--- config.mk ---
export PLATFORM = sky130hd
export DESIGN_NAME = rld_top
export DESIGN_NICKNAME = d
export VERILOG_FILES = /design/src/rld_pkg.sv /design/src/rld_mem_if.sv /design/src/rld_ram.sv /design/src/rld_top.sv
export VERILOG_INCLUDE_DIRS = /design/src
export SDC_FILE = /design/constraint.sdc
export NUM_CORES = 2
export LEC_CHECK = 0
export ABC_AREA = 1
export BUFFER_PORTS_ARGS = -buffer_cell sky130_fd_sc_hd__buf_2
export CORE_MARGIN = 2
export CORE_UTILIZATION = 63
export DETAILED_ROUTE_END_ITERATION = 8
export PLACE_DENSITY = 0.8
export SLEW_MARGIN = 10
export SYNTH_ARGS = -nofsm -noshare
export SYNTH_HDL_FRONTEND = slang
export SYNTH_HIERARCHICAL = 1
export SYNTH_SLANG_ARGS = --single-unit
--- constraint.sdc ---
create_clock -name clk_i -period 11.3 [get_ports clk_i]
set_input_delay 2.26 -clock clk_i [delete_from_list [all_inputs] [get_ports clk_i]]
set_output_delay 2.26 -clock clk_i [all_outputs]
set_load 0.01 [all_outputs]
--- src/rld_defines.svh ---
`ifndef RLD_DEFINES_SVH
`define RLD_DEFINES_SVH

`define RLD_PADDR_W 12
`define RLD_CTRL_OFS 12'h000
`define RLD_OFFSET_OFS 12'h004
`define RLD_HLIM_OFS 12'h008
`define RLD_LLIM_OFS 12'h00C
`define RLD_CCS_OFS 12'h010
`define RLD_STATUS_OFS 12'h014
`define RLD_MANUAL_OFS 12'h018
`define RLD_RAM_SEL 2'h1

`define RLD_CTRL_AUTO 0
`define RLD_CTRL_UDS 1
`define RLD_STAT_FRAME 0
`define RLD_STAT_LIMIT 1

`define RLD_CCS_EN 7
`define RLD_CCS_GAIN_LSB 0

`define RLD_CCS_RST 8'h21
`define RLD_HLIM_RST 6'h3F
`define RLD_LLIM_RST 6'h00
`define RLD_OFFSET_RST 6'h01
`define RLD_TICK_LAST 6'h3F

`endif

--- src/rld_pkg.sv ---
package rld_pkg;

    typedef enum logic [1:0] {
        MODE_FIXED = 2'h0,
        MODE_STEP = 2'h1,
        MODE_UP = 2'h2,
        MODE_DOWN = 2'h3
    } rld_mode_t;

    typedef enum logic [2:0] {
        ST_IDLE,
        ST_LOAD_RD,
        ST_LOAD_CAP,
        ST_RUN,
        ST_UPD
    } rld_state_t;

    typedef struct packed {
        logic [7:0] val;
        logic hit;
    } rld_upd_t;

endpackage

--- src/rld_mem_if.sv ---
`timescale 1ns/1ns
interface rld_mem_if #(parameter int AW = 7);
    logic we;
    logic [AW-1:0] addr;
    logic [7:0] wdata;
    logic [7:0] rdata;

    modport ctrl (output we, output addr, output wdata, input rdata);
    modport mem (input we, input addr, input wdata, output rdata);
endinterface

--- src/rld_ram.sv ---
`timescale 1ns/1ns
module rld_ram import rld_pkg::*; #(
    parameter int DEPTH = 120,
    parameter int AW = 7
) (
    input wire logic clk_i,
    rld_mem_if.mem bus
);
    logic [7:0] mem_q [DEPTH];
    logic [7:0] rdata_q;

    // Contents are not reset: software must fill the LED RAM before use
    always_ff @(posedge clk_i) begin
        if (bus.we) begin
            mem_q[bus.addr] <= bus.wdata;
        end
        rdata_q <= mem_q[bus.addr];
    end

    assign bus.rdata = rdata_q;
endmodule

--- src/rld_top.sv ---
// Notes on behaviour
// Byte: mode in bits 7:6, duty 5:0
// Mode 00 outputs duty, never rewrites byte
// Mode 01 steps duty by offset per direction
// Mode 10 adds offset and stores back
// Mode 11 subtracts offset and stores back
// Rising breath at maximum turns mode to 11
// Falling breath at minimum turns mode to 10
// Frame done after all columns and segments
// Step mode hitting a limit signals event
// Sink conducts only when enabled and drive low
// Software writes 010 into reserved trio
// Gain select field chooses sink gain
// Control bits 3:2 read as zero
// High and low limit registers bound duty
// Auto update runs only with scan enabled
// Event pulses set sticky flags until cleared
//
// Chosen here: register access over APB and the register addresses.
`timescale 1ns/1ns
`include "rld_defines.svh"
module rld_top import rld_pkg::*; #(
    parameter int N_MOD = 5,
    parameter int N_COM = 8
) (
    input wire logic clk_i,
    input wire logic reset_i,
    input wire logic psel,
    input wire logic penable,
    input wire logic pwrite,
    input wire logic [`RLD_PADDR_W-1:0] paddr,
    input wire logic [31:0] pwdata,
    output logic [31:0] prdata,
    output logic pready,
    output logic pslverr,
    output logic [3*N_MOD-1:0] segment_pwm_drive_o,
    output logic [3*N_MOD-1:0] current_sink_output_o,
    output logic [3*N_MOD-1:0] current_sink_output_oe_o,
    output logic [1:0] current_gain_select_o,
    output logic frame_done_irq_o,
    output logic limit_reached_irq_o
);
    localparam int NSEG = 3 * N_MOD;
    localparam int DEPTH = NSEG * N_COM;
    localparam int AW = $clog2(DEPTH);
    localparam int SW = $clog2(NSEG);
    localparam int CW = $clog2(N_COM);

    rld_mem_if #(.AW(AW)) mem_bus ();

    rld_ram #(.DEPTH(DEPTH), .AW(AW)) u_ram (
        .clk_i(clk_i),
        .bus(mem_bus)
    );

    // Register group
    logic auto_q, auto_d, uds_q, uds_d;
    logic [5:0] off_q, off_d, hlim_q, hlim_d, llim_q, llim_d;
    logic [5:0] man_q, man_d;
    logic [7:0] ccs_q, ccs_d;
    logic fflag_q, fflag_d, lflag_q, lflag_d;
    logic ready_q, ready_d, err_q, err_d, rdwait_q, rdwait_d;
    logic [31:0] rdata_q, rdata_d;

    // Engine group
    rld_state_t st_q, st_d;
    logic [SW-1:0] seg_q, seg_d;
    logic [CW-1:0] col_q, col_d;
    logic [5:0] tick_q, tick_d;
    logic [7:0] byte_q [NSEG];
    logic [7:0] byte_d [NSEG];
    logic [NSEG-1:0] drive_q, drive_d;
    logic fpulse_q, fpulse_d, lpulse_q, lpulse_d;
    logic eng_we;
    logic [AW-1:0] eng_addr;
    rld_upd_t upd;

    logic access, ram_sel, apb_use, eng_busy, wr_now;
    logic [`RLD_PADDR_W-1:0] ofs;

    function automatic rld_upd_t calc_upd(input logic [7:0] b,
        input logic [5:0] off, input logic [5:0] hl, input logic [5:0] ll,
        input logic up_sel);
        rld_upd_t r;
        logic [6:0] up;
        logic [6:0] dn;
        logic [5:0] up_s;
        logic [5:0] dn_s;
        up = {1'b0, b[5:0]} + {1'b0, off};
        dn = {1'b0, b[5:0]} - {1'b0, off};
        // Saturate at the limits so the duty never wraps
        up_s = (up >= {1'b0, hl}) ? hl : up[5:0];
        dn_s = (dn[6] || dn[5:0] <= ll) ? ll : dn[5:0];
        r.val = b;
        r.hit = 1'b0;
        case (rld_mode_t'(b[7:6]))
            MODE_FIXED: begin
                r.val = b;
            end
            MODE_STEP: begin
                r.val = {MODE_STEP, up_sel ? up_s : dn_s};
                r.hit = up_sel ? (up_s == hl) : (dn_s == ll);
            end
            MODE_UP: begin
                r.val = {(up_s == hl) ? MODE_DOWN : MODE_UP, up_s};
            end
            default: begin
                r.val = {(dn_s == ll) ? MODE_UP : MODE_DOWN, dn_s};
            end
        endcase
        return r;
    endfunction

    assign access = psel && penable;
    assign ofs = paddr;
    assign ram_sel = (paddr[11:10] == `RLD_RAM_SEL)
        && (int'(paddr[9:2]) < DEPTH);
    assign apb_use = access && ram_sel;
    assign wr_now = access && ready_q && pwrite;
    // Engine yields the port for a whole RAM transfer, setup included
    assign eng_busy = psel && ram_sel;

    always_comb begin
        auto_d = auto_q;
        uds_d = uds_q;
        off_d = off_q;
        hlim_d = hlim_q;
        llim_d = llim_q;
        man_d = man_q;
        ccs_d = ccs_q;
        fflag_d = fflag_q;
        lflag_d = lflag_q;
        ready_d = 1'b0;
        err_d = 1'b0;
        rdwait_d = 1'b0;
        rdata_d = rdata_q;
        if (access && !ready_q) begin
            if (ram_sel && !pwrite) begin
                rdwait_d = !rdwait_q;
                ready_d = rdwait_q;
                rdata_d = {24'h000000, mem_bus.rdata};
            end else begin
                ready_d = 1'b1;
                rdata_d = 32'h00000000;
                err_d = !ram_sel;
                case (ofs)
                    `RLD_CTRL_OFS: begin
                        rdata_d[`RLD_CTRL_AUTO] = auto_q;
                        rdata_d[`RLD_CTRL_UDS] = uds_q;
                        err_d = 1'b0;
                    end
                    `RLD_OFFSET_OFS: begin
                        rdata_d[5:0] = off_q;
                        err_d = 1'b0;
                    end
                    `RLD_HLIM_OFS: begin
                        rdata_d[5:0] = hlim_q;
                        err_d = 1'b0;
                    end
                    `RLD_LLIM_OFS: begin
                        rdata_d[5:0] = llim_q;
                        err_d = 1'b0;
                    end
                    `RLD_CCS_OFS: begin
                        rdata_d[7:0] = {ccs_q[7:4], 2'h0, ccs_q[1:0]};
                        err_d = 1'b0;
                    end
                    `RLD_STATUS_OFS: begin
                        rdata_d[`RLD_STAT_FRAME] = fflag_q;
                        rdata_d[`RLD_STAT_LIMIT] = lflag_q;
                        err_d = 1'b0;
                    end
                    `RLD_MANUAL_OFS: begin
                        rdata_d[5:0] = man_q;
                        err_d = 1'b0;
                    end
                    default: begin
                        rdata_d = 32'h00000000;
                    end
                endcase
            end
        end
        if (wr_now && !err_q) begin
            case (ofs)
                `RLD_CTRL_OFS: begin
                    auto_d = pwdata[`RLD_CTRL_AUTO];
                    uds_d = pwdata[`RLD_CTRL_UDS];
                end
                `RLD_OFFSET_OFS: off_d = pwdata[5:0];
                `RLD_HLIM_OFS: hlim_d = pwdata[5:0];
                `RLD_LLIM_OFS: llim_d = pwdata[5:0];
                // Reserved trio is stored as written; software keeps it 010
                `RLD_CCS_OFS: ccs_d = pwdata[7:0];
                `RLD_STATUS_OFS: begin
                    fflag_d = fflag_q && !pwdata[`RLD_STAT_FRAME];
                    lflag_d = lflag_q && !pwdata[`RLD_STAT_LIMIT];
                end
                `RLD_MANUAL_OFS: man_d = pwdata[5:0];
                default: begin
                    man_d = man_q;
                end
            endcase
        end
        // Set after clear so a same-cycle event is never lost
        if (fpulse_q) begin
            fflag_d = 1'b1;
        end
        if (lpulse_q) begin
            lflag_d = 1'b1;
        end
    end

    always_ff @(posedge clk_i) begin
        if (reset_i) begin
            auto_q <= 1'b0;
            uds_q <= 1'b0;
            off_q <= `RLD_OFFSET_RST;
            hlim_q <= `RLD_HLIM_RST;
            llim_q <= `RLD_LLIM_RST;
            man_q <= 6'h00;
            ccs_q <= `RLD_CCS_RST;
            fflag_q <= 1'b0;
            lflag_q <= 1'b0;
            ready_q <= 1'b0;
            err_q <= 1'b0;
            rdwait_q <= 1'b0;
            rdata_q <= 32'h00000000;
        end else begin
            auto_q <= auto_d;
            uds_q <= uds_d;
            off_q <= off_d;
            hlim_q <= hlim_d;
            llim_q <= llim_d;
            man_q <= man_d;
            ccs_q <= ccs_d;
            fflag_q <= fflag_d;
            lflag_q <= lflag_d;
            ready_q <= ready_d;
            err_q <= err_d;
            rdwait_q <= rdwait_d;
            rdata_q <= rdata_d;
        end
    end

    assign pready = ready_q;
    assign pslverr = ready_q && err_q;
    assign prdata = rdata_q;

    assign eng_addr = AW'(int'(col_q) * NSEG + int'(seg_q));
    assign upd = calc_upd(byte_q[seg_q], off_q, hlim_q, llim_q, uds_q);

    always_comb begin
        st_d = st_q;
        seg_d = seg_q;
        col_d = col_q;
        tick_d = tick_q + 6'h01;
        byte_d = byte_q;
        fpulse_d = 1'b0;
        lpulse_d = 1'b0;
        eng_we = 1'b0;
        case (st_q)
            ST_IDLE: begin
                seg_d = '0;
                col_d = '0;
                if (auto_q) begin
                    st_d = ST_LOAD_RD;
                end
            end
            ST_LOAD_RD: begin
                if (!auto_q) begin
                    st_d = ST_IDLE;
                end else if (!eng_busy) begin
                    st_d = ST_LOAD_CAP;
                end
            end
            ST_LOAD_CAP: begin
                byte_d[seg_q] = mem_bus.rdata;
                // Leave at once so no period starts after auto goes off
                if (!auto_q) begin
                    st_d = ST_IDLE;
                end else if (seg_q == SW'(NSEG - 1)) begin
                    seg_d = '0;
                    tick_d = 6'h00;
                    st_d = ST_RUN;
                end else begin
                    seg_d = seg_q + SW'(1);
                    st_d = ST_LOAD_RD;
                end
            end
            ST_RUN: begin
                if (!auto_q) begin
                    st_d = ST_IDLE;
                end else if (tick_q == `RLD_TICK_LAST) begin
                    st_d = ST_UPD;
                end
            end
            ST_UPD: begin
                if (!auto_q) begin
                    st_d = ST_IDLE;
                end else if (!eng_busy) begin
                    // Write-back happens after the period is output
                    eng_we = byte_q[seg_q][7:6] != MODE_FIXED;
                    lpulse_d = upd.hit;
                    st_d = ST_LOAD_RD;
                    if (seg_q == SW'(NSEG - 1)) begin
                        seg_d = '0;
                        if (col_q == CW'(N_COM - 1)) begin
                            col_d = '0;
                            fpulse_d = 1'b1;
                        end else begin
                            col_d = col_q + CW'(1);
                        end
                    end else begin
                        seg_d = seg_q + SW'(1);
                        st_d = ST_UPD;
                    end
                end
            end
            default: begin
                st_d = ST_IDLE;
            end
        endcase
    end

    for (genvar i = 0; i < NSEG; i++) begin : g_seg
        // Drive low means the sink conducts; off between periods
        always_comb begin
            if (st_q == ST_RUN) begin
                drive_d[i] = !(tick_q < byte_q[i][5:0]);
            end else if (!auto_q) begin
                drive_d[i] = !(tick_q < man_q);
            end else begin
                drive_d[i] = 1'b1;
            end
        end
    end

    always_ff @(posedge clk_i) begin
        if (reset_i) begin
            st_q <= ST_IDLE;
            seg_q <= '0;
            col_q <= '0;
            tick_q <= 6'h00;
            byte_q <= '{default: 8'h00};
            drive_q <= '1;
            fpulse_q <= 1'b0;
            lpulse_q <= 1'b0;
        end else begin
            st_q <= st_d;
            seg_q <= seg_d;
            col_q <= col_d;
            tick_q <= tick_d;
            byte_q <= byte_d;
            drive_q <= drive_d;
            fpulse_q <= fpulse_d;
            lpulse_q <= lpulse_d;
        end
    end

    assign mem_bus.addr = apb_use ? paddr[2+:AW] : eng_addr;
    assign mem_bus.we = apb_use ? wr_now : eng_we;
    assign mem_bus.wdata = apb_use ? pwdata[7:0] : upd.val;

    assign segment_pwm_drive_o = drive_q;
    assign current_sink_output_o = '0;
    assign current_sink_output_oe_o =
        {NSEG{ccs_q[`RLD_CCS_EN]}} & ~drive_q;
    assign current_gain_select_o = ccs_q[`RLD_CCS_GAIN_LSB+:2];
    assign frame_done_irq_o = fpulse_q;
    assign limit_reached_irq_o = lpulse_q;
endmodule

==> results.toml <==
[min_path]
holdPathEnd = "rdwait_q$_SDFF_PP0_"
hp-start = "rdwait_q$_SDFF_PP0_"
min_path_cells = 1
hold_path_class = "reg -> reg"

[logic_synthesis]
synth_top_flop_cell = "edfxtp_1"
syn_area_um2 = 53000
ys_seq_area_share_pct = 62.1
synth_top_area_cell = "edfxtp_1"
yosysTopAreaCellShare_pct = 54.4
synth_edf_count = 960
yosys_warnings = 6
synth_cells = 5628
synth_top_cells_by_area = "edfxtp_1 (54%), nand2_1 (18%), dfxtp_1 (7.8%), ha_1 (2.8%), a21oi_1 (2.7%)"
yosys-top-cells-count = "nand2_1 (2526), edfxtp_1 (960), nor2_1 (346), a21oi_1 (287), inv_1 (253)"
synth.most_common_cell = "nand2_1"
synthArstFlopShare_pct = 0
syn_area_per_cell_um2 = 9.42
synth.distinct_cells = 58
ys_seq_elements = 1166

[setup_path]
slowest_stage = "buf_4"
crit-reg2reg-capture = "u_ram/mem_q[17][3]$_DFFE_PP_"
critPathRequiredTime_ns = 11.93
critPathMaxStageDelay_ns = 0.92
rr_worst_depth = 27
timing.rr.start = "seg_q[1]$_SDFFE_PP0P_"
cp-end-kind = "register"
crit_type = "in -> reg"
crit_top_cell = "nand2_1"
crit_path_cell_trace = "buf_2 -> inv_1 -> nor3_1 -> nor2_1 -> nand2_1 -> o21ai_4 -> buf_4 -> buf_4 -> buf_4 -> nand2_1 -> nand2_1 -> nand2_1 -> nand2_1 -> nand2_1 -> nand2_1 -> nand2_1 -> nand2_1 -> nor2_1 -> nor2_1 -> nor2_1 -> nand2_1"
start_kind = "input port"
r2r_slack_ns = 3.78
arrival_ns = 8.17
cp_max_fo = 99

[finish]
finalNetCount = 5767
area_growth_pct = 8.43
antennaDiodeCount = 0
drive_above_1_share_pct = 6.42

[power_and_ir_drop]
leakage_nw = 23.6
seqPwrFrac_pct = 30.8
clkPwrFrac_pct = 22.0
power_density_nw_per_um2 = 299
finalPower_w = 0.0172
intPower_w = 0.00934
p_switching_w = 0.00784
pwr-share-comb_pct = 47.1
worst_ir_drop_vdd_v = 0.000455
switching_share_pct = 45.7

[global_routing]
grt_pass1_wl_mm = 206
grt_max_degree = 164
grtUsageMet3_pct = 4.91
overflow = 0
top_usage_layer = "met2"
antenna_found_initial = 0
grt_usage_pct = 30.9
use_met2_pct = 49.9
grt_pass1_vias = 37600
met1_usage_pct = 39.5

[timing]
min_period_ns = 7.54
drv_slew = 0
rsz0062_at_grt = "false"
holdWs_ns = 0.419
min_period_over_period_pct = 66.8
hold_violations = 0
worst_pin_slew_ns = 1.28
setup-tns-final_ns = 0
skew_ns = 0.0602
fmax_ghz = 0.133
setup_violations = 0
slew_headroom_pct = 13.4

[clock_network]
clk_pin_slew_worst_paths_ns = 0.06
cts_tree = "done"
postCtsSetupBuffers = 0
clock-sinks = 1166
cts_buffers = 116
cts_resized = 0
cts-root-buf = "clkbuf_16"
postCtsHoldBufs = 0
cts_buffer_depth = 3
h-tree-depth = 3
insertion_delay_ns = 0.73

[floorplanning]
initial_utilization_pct = 63.5
die_x_um = 294
row_count = 106
core_um2 = 83600
die_area_um2 = 86500
io_pins = 132
die_h_um = 294

[run]
cap_violations = 0

[detailed_routing]
ant_nets = 0
drt-initial-drc-count = 4521
vias_per_cell = 5.83
first_pass_iters = 5
finalWirelength_mm = 135
vias = 39400
wl_per_cell_um = 19.9
drc_errors = 0

[run_status]
status = "complete, no violations"

[placement]
gp_congestion = 0.919
io_buffers = 68
hpwlAfterDp_mm = 80.2
-- cells by family (layout without fill, tap and decap cells) --
| logic type | Yosys count | in the layout | synth area share [%] |
|---|---|---|---|
| and+or+nand+nor | 3079 | 3079 | 22.7 |
| xor gates and xnor gates | 9 | 9 | 0.149 |
| DFF | 1166 | 1166 | 62.1 |
| buffers and inverters | 574 | 596 | 4.90 |
| other | 1 | 39 | 0.00707 |
| AOI/OAI and AO/OA | 674 | 674 | 7.05 |
| adders and majority gates | 125 | 125 | 3.05 |
-- state kept, by name (all words and copies together), names as in the netlist, 3 cells and up --
name	count
byte_q	120
ccs_q	6
col_q	3
hlim_q	6
llim_q	6
man_q	6
off_q	6
prdata	8
seg_q	4
segment_pwm_drive_o	15
st_q	3
tick_q	6
u_ram/bus.rdata	8
u_ram/mem_q	960
-- cells in the final DEF (no fill, tap or decap), drive strengths merged, types with 2 or more instances in the layout --
cell	synthesis	layout
a211oi	6	6
a21oi	290	290
a22oi	21	21
a31oi	7	7
buf	222	111
bufinv	0	11
clkbuf	80	150
clkinv	3	51
conb	1	39
dfxtp	206	206
edfxtp	960	960
fa	7	7
ha	118	118
inv	269	273
nand2	2534	2534
nand3	102	102
nand3b	4	4
nand4	16	16
nor2	370	370
nor3	22	22
nor4	2	2
o2111ai	6	6
o211ai	20	20
o21a	2	2
o21ai	260	260
o21bai	4	4
o221ai	18	18
o22ai	34	34
or2	28	28
xor2	8	8
-- metal layers --
layer | wire length [um] | vias to the layer above
li1 | - | 18500
met1 | 49800 | 18300
met2 | 62900 | 2203
met3 | 13400 | 488
met4 | 8650 | 2
met5 | 26 | -
-- critical path, delay by kind of cell --
kind | cells | cell delay (ns)
buffers and inverters | 5 | 2.68
AND/OR/NAND/NOR | 15 | 2.44
AO/OA/AOI/OAI | 1 | 0.60
-- area by class of cell --
| class | instances | area (um2) |
|---|---|---|
| Clock buffer | 150 | 3080 |
| Clock inverter | 63 | 667 |
| Fill cell | 6065 | 26000 |
| Inverter | 272 | 1040 |
| Multi-Input combinational cell | 3926 | 17700 |
| Sequential cell | 1166 | 33000 |
| Tap cell | 1080 | 1350 |
| Timing Repair Buffer | 111 | 688 |
-- per-stage QoR --
step                util (%)  instance area (um2)  worst slack (ns)  cells
floorplan                  -                53200              2.53   5666
global placement        64.3                53800              3.35   6555
detailed placement      64.3                53800              3.33   6555
CTS                     68.8                57500              4.00   6768
global route            68.8                57500              3.48   6768
finish                  68.8                57500              3.76   6768
-- power by group through the flow --
stage               registers, W  clock network, W  logic, W
floorplan                0.00545                 0   0.00537
global placement         0.00538                 0   0.00764
detailed placement       0.00538                 0   0.00780
CTS                      0.00529           0.00382   0.00789
global route             0.00530           0.00398   0.00883
finish                   0.00530           0.00378   0.00810
-- worst max path at each step --
stage / start / endpoint / slack, ns
after floorplan: paddr[5] / u_ram/mem_q[0][7]$_DFFE_PP_ / 2.53
final: paddr[5] / u_ram/bus.rdata[2]$_DFF_P_ / 3.76
after detailed placement: paddr[5] / u_ram/bus.rdata[2]$_DFF_P_ / 3.33
after CTS: seg_q[0]$_SDFFE_PP0P_ / u_ram/mem_q[19][3]$_DFFE_PP_ / 4.00
after global routing: seg_q[0]$_SDFFE_PP0P_ / u_ram/mem_q[18][3]$_DFFE_PP_ / 3.48
after global placement: paddr[5] / u_ram/bus.rdata[2]$_DFF_P_ / 3.35
No activity file was read; power rests on OpenSTA's default activity.
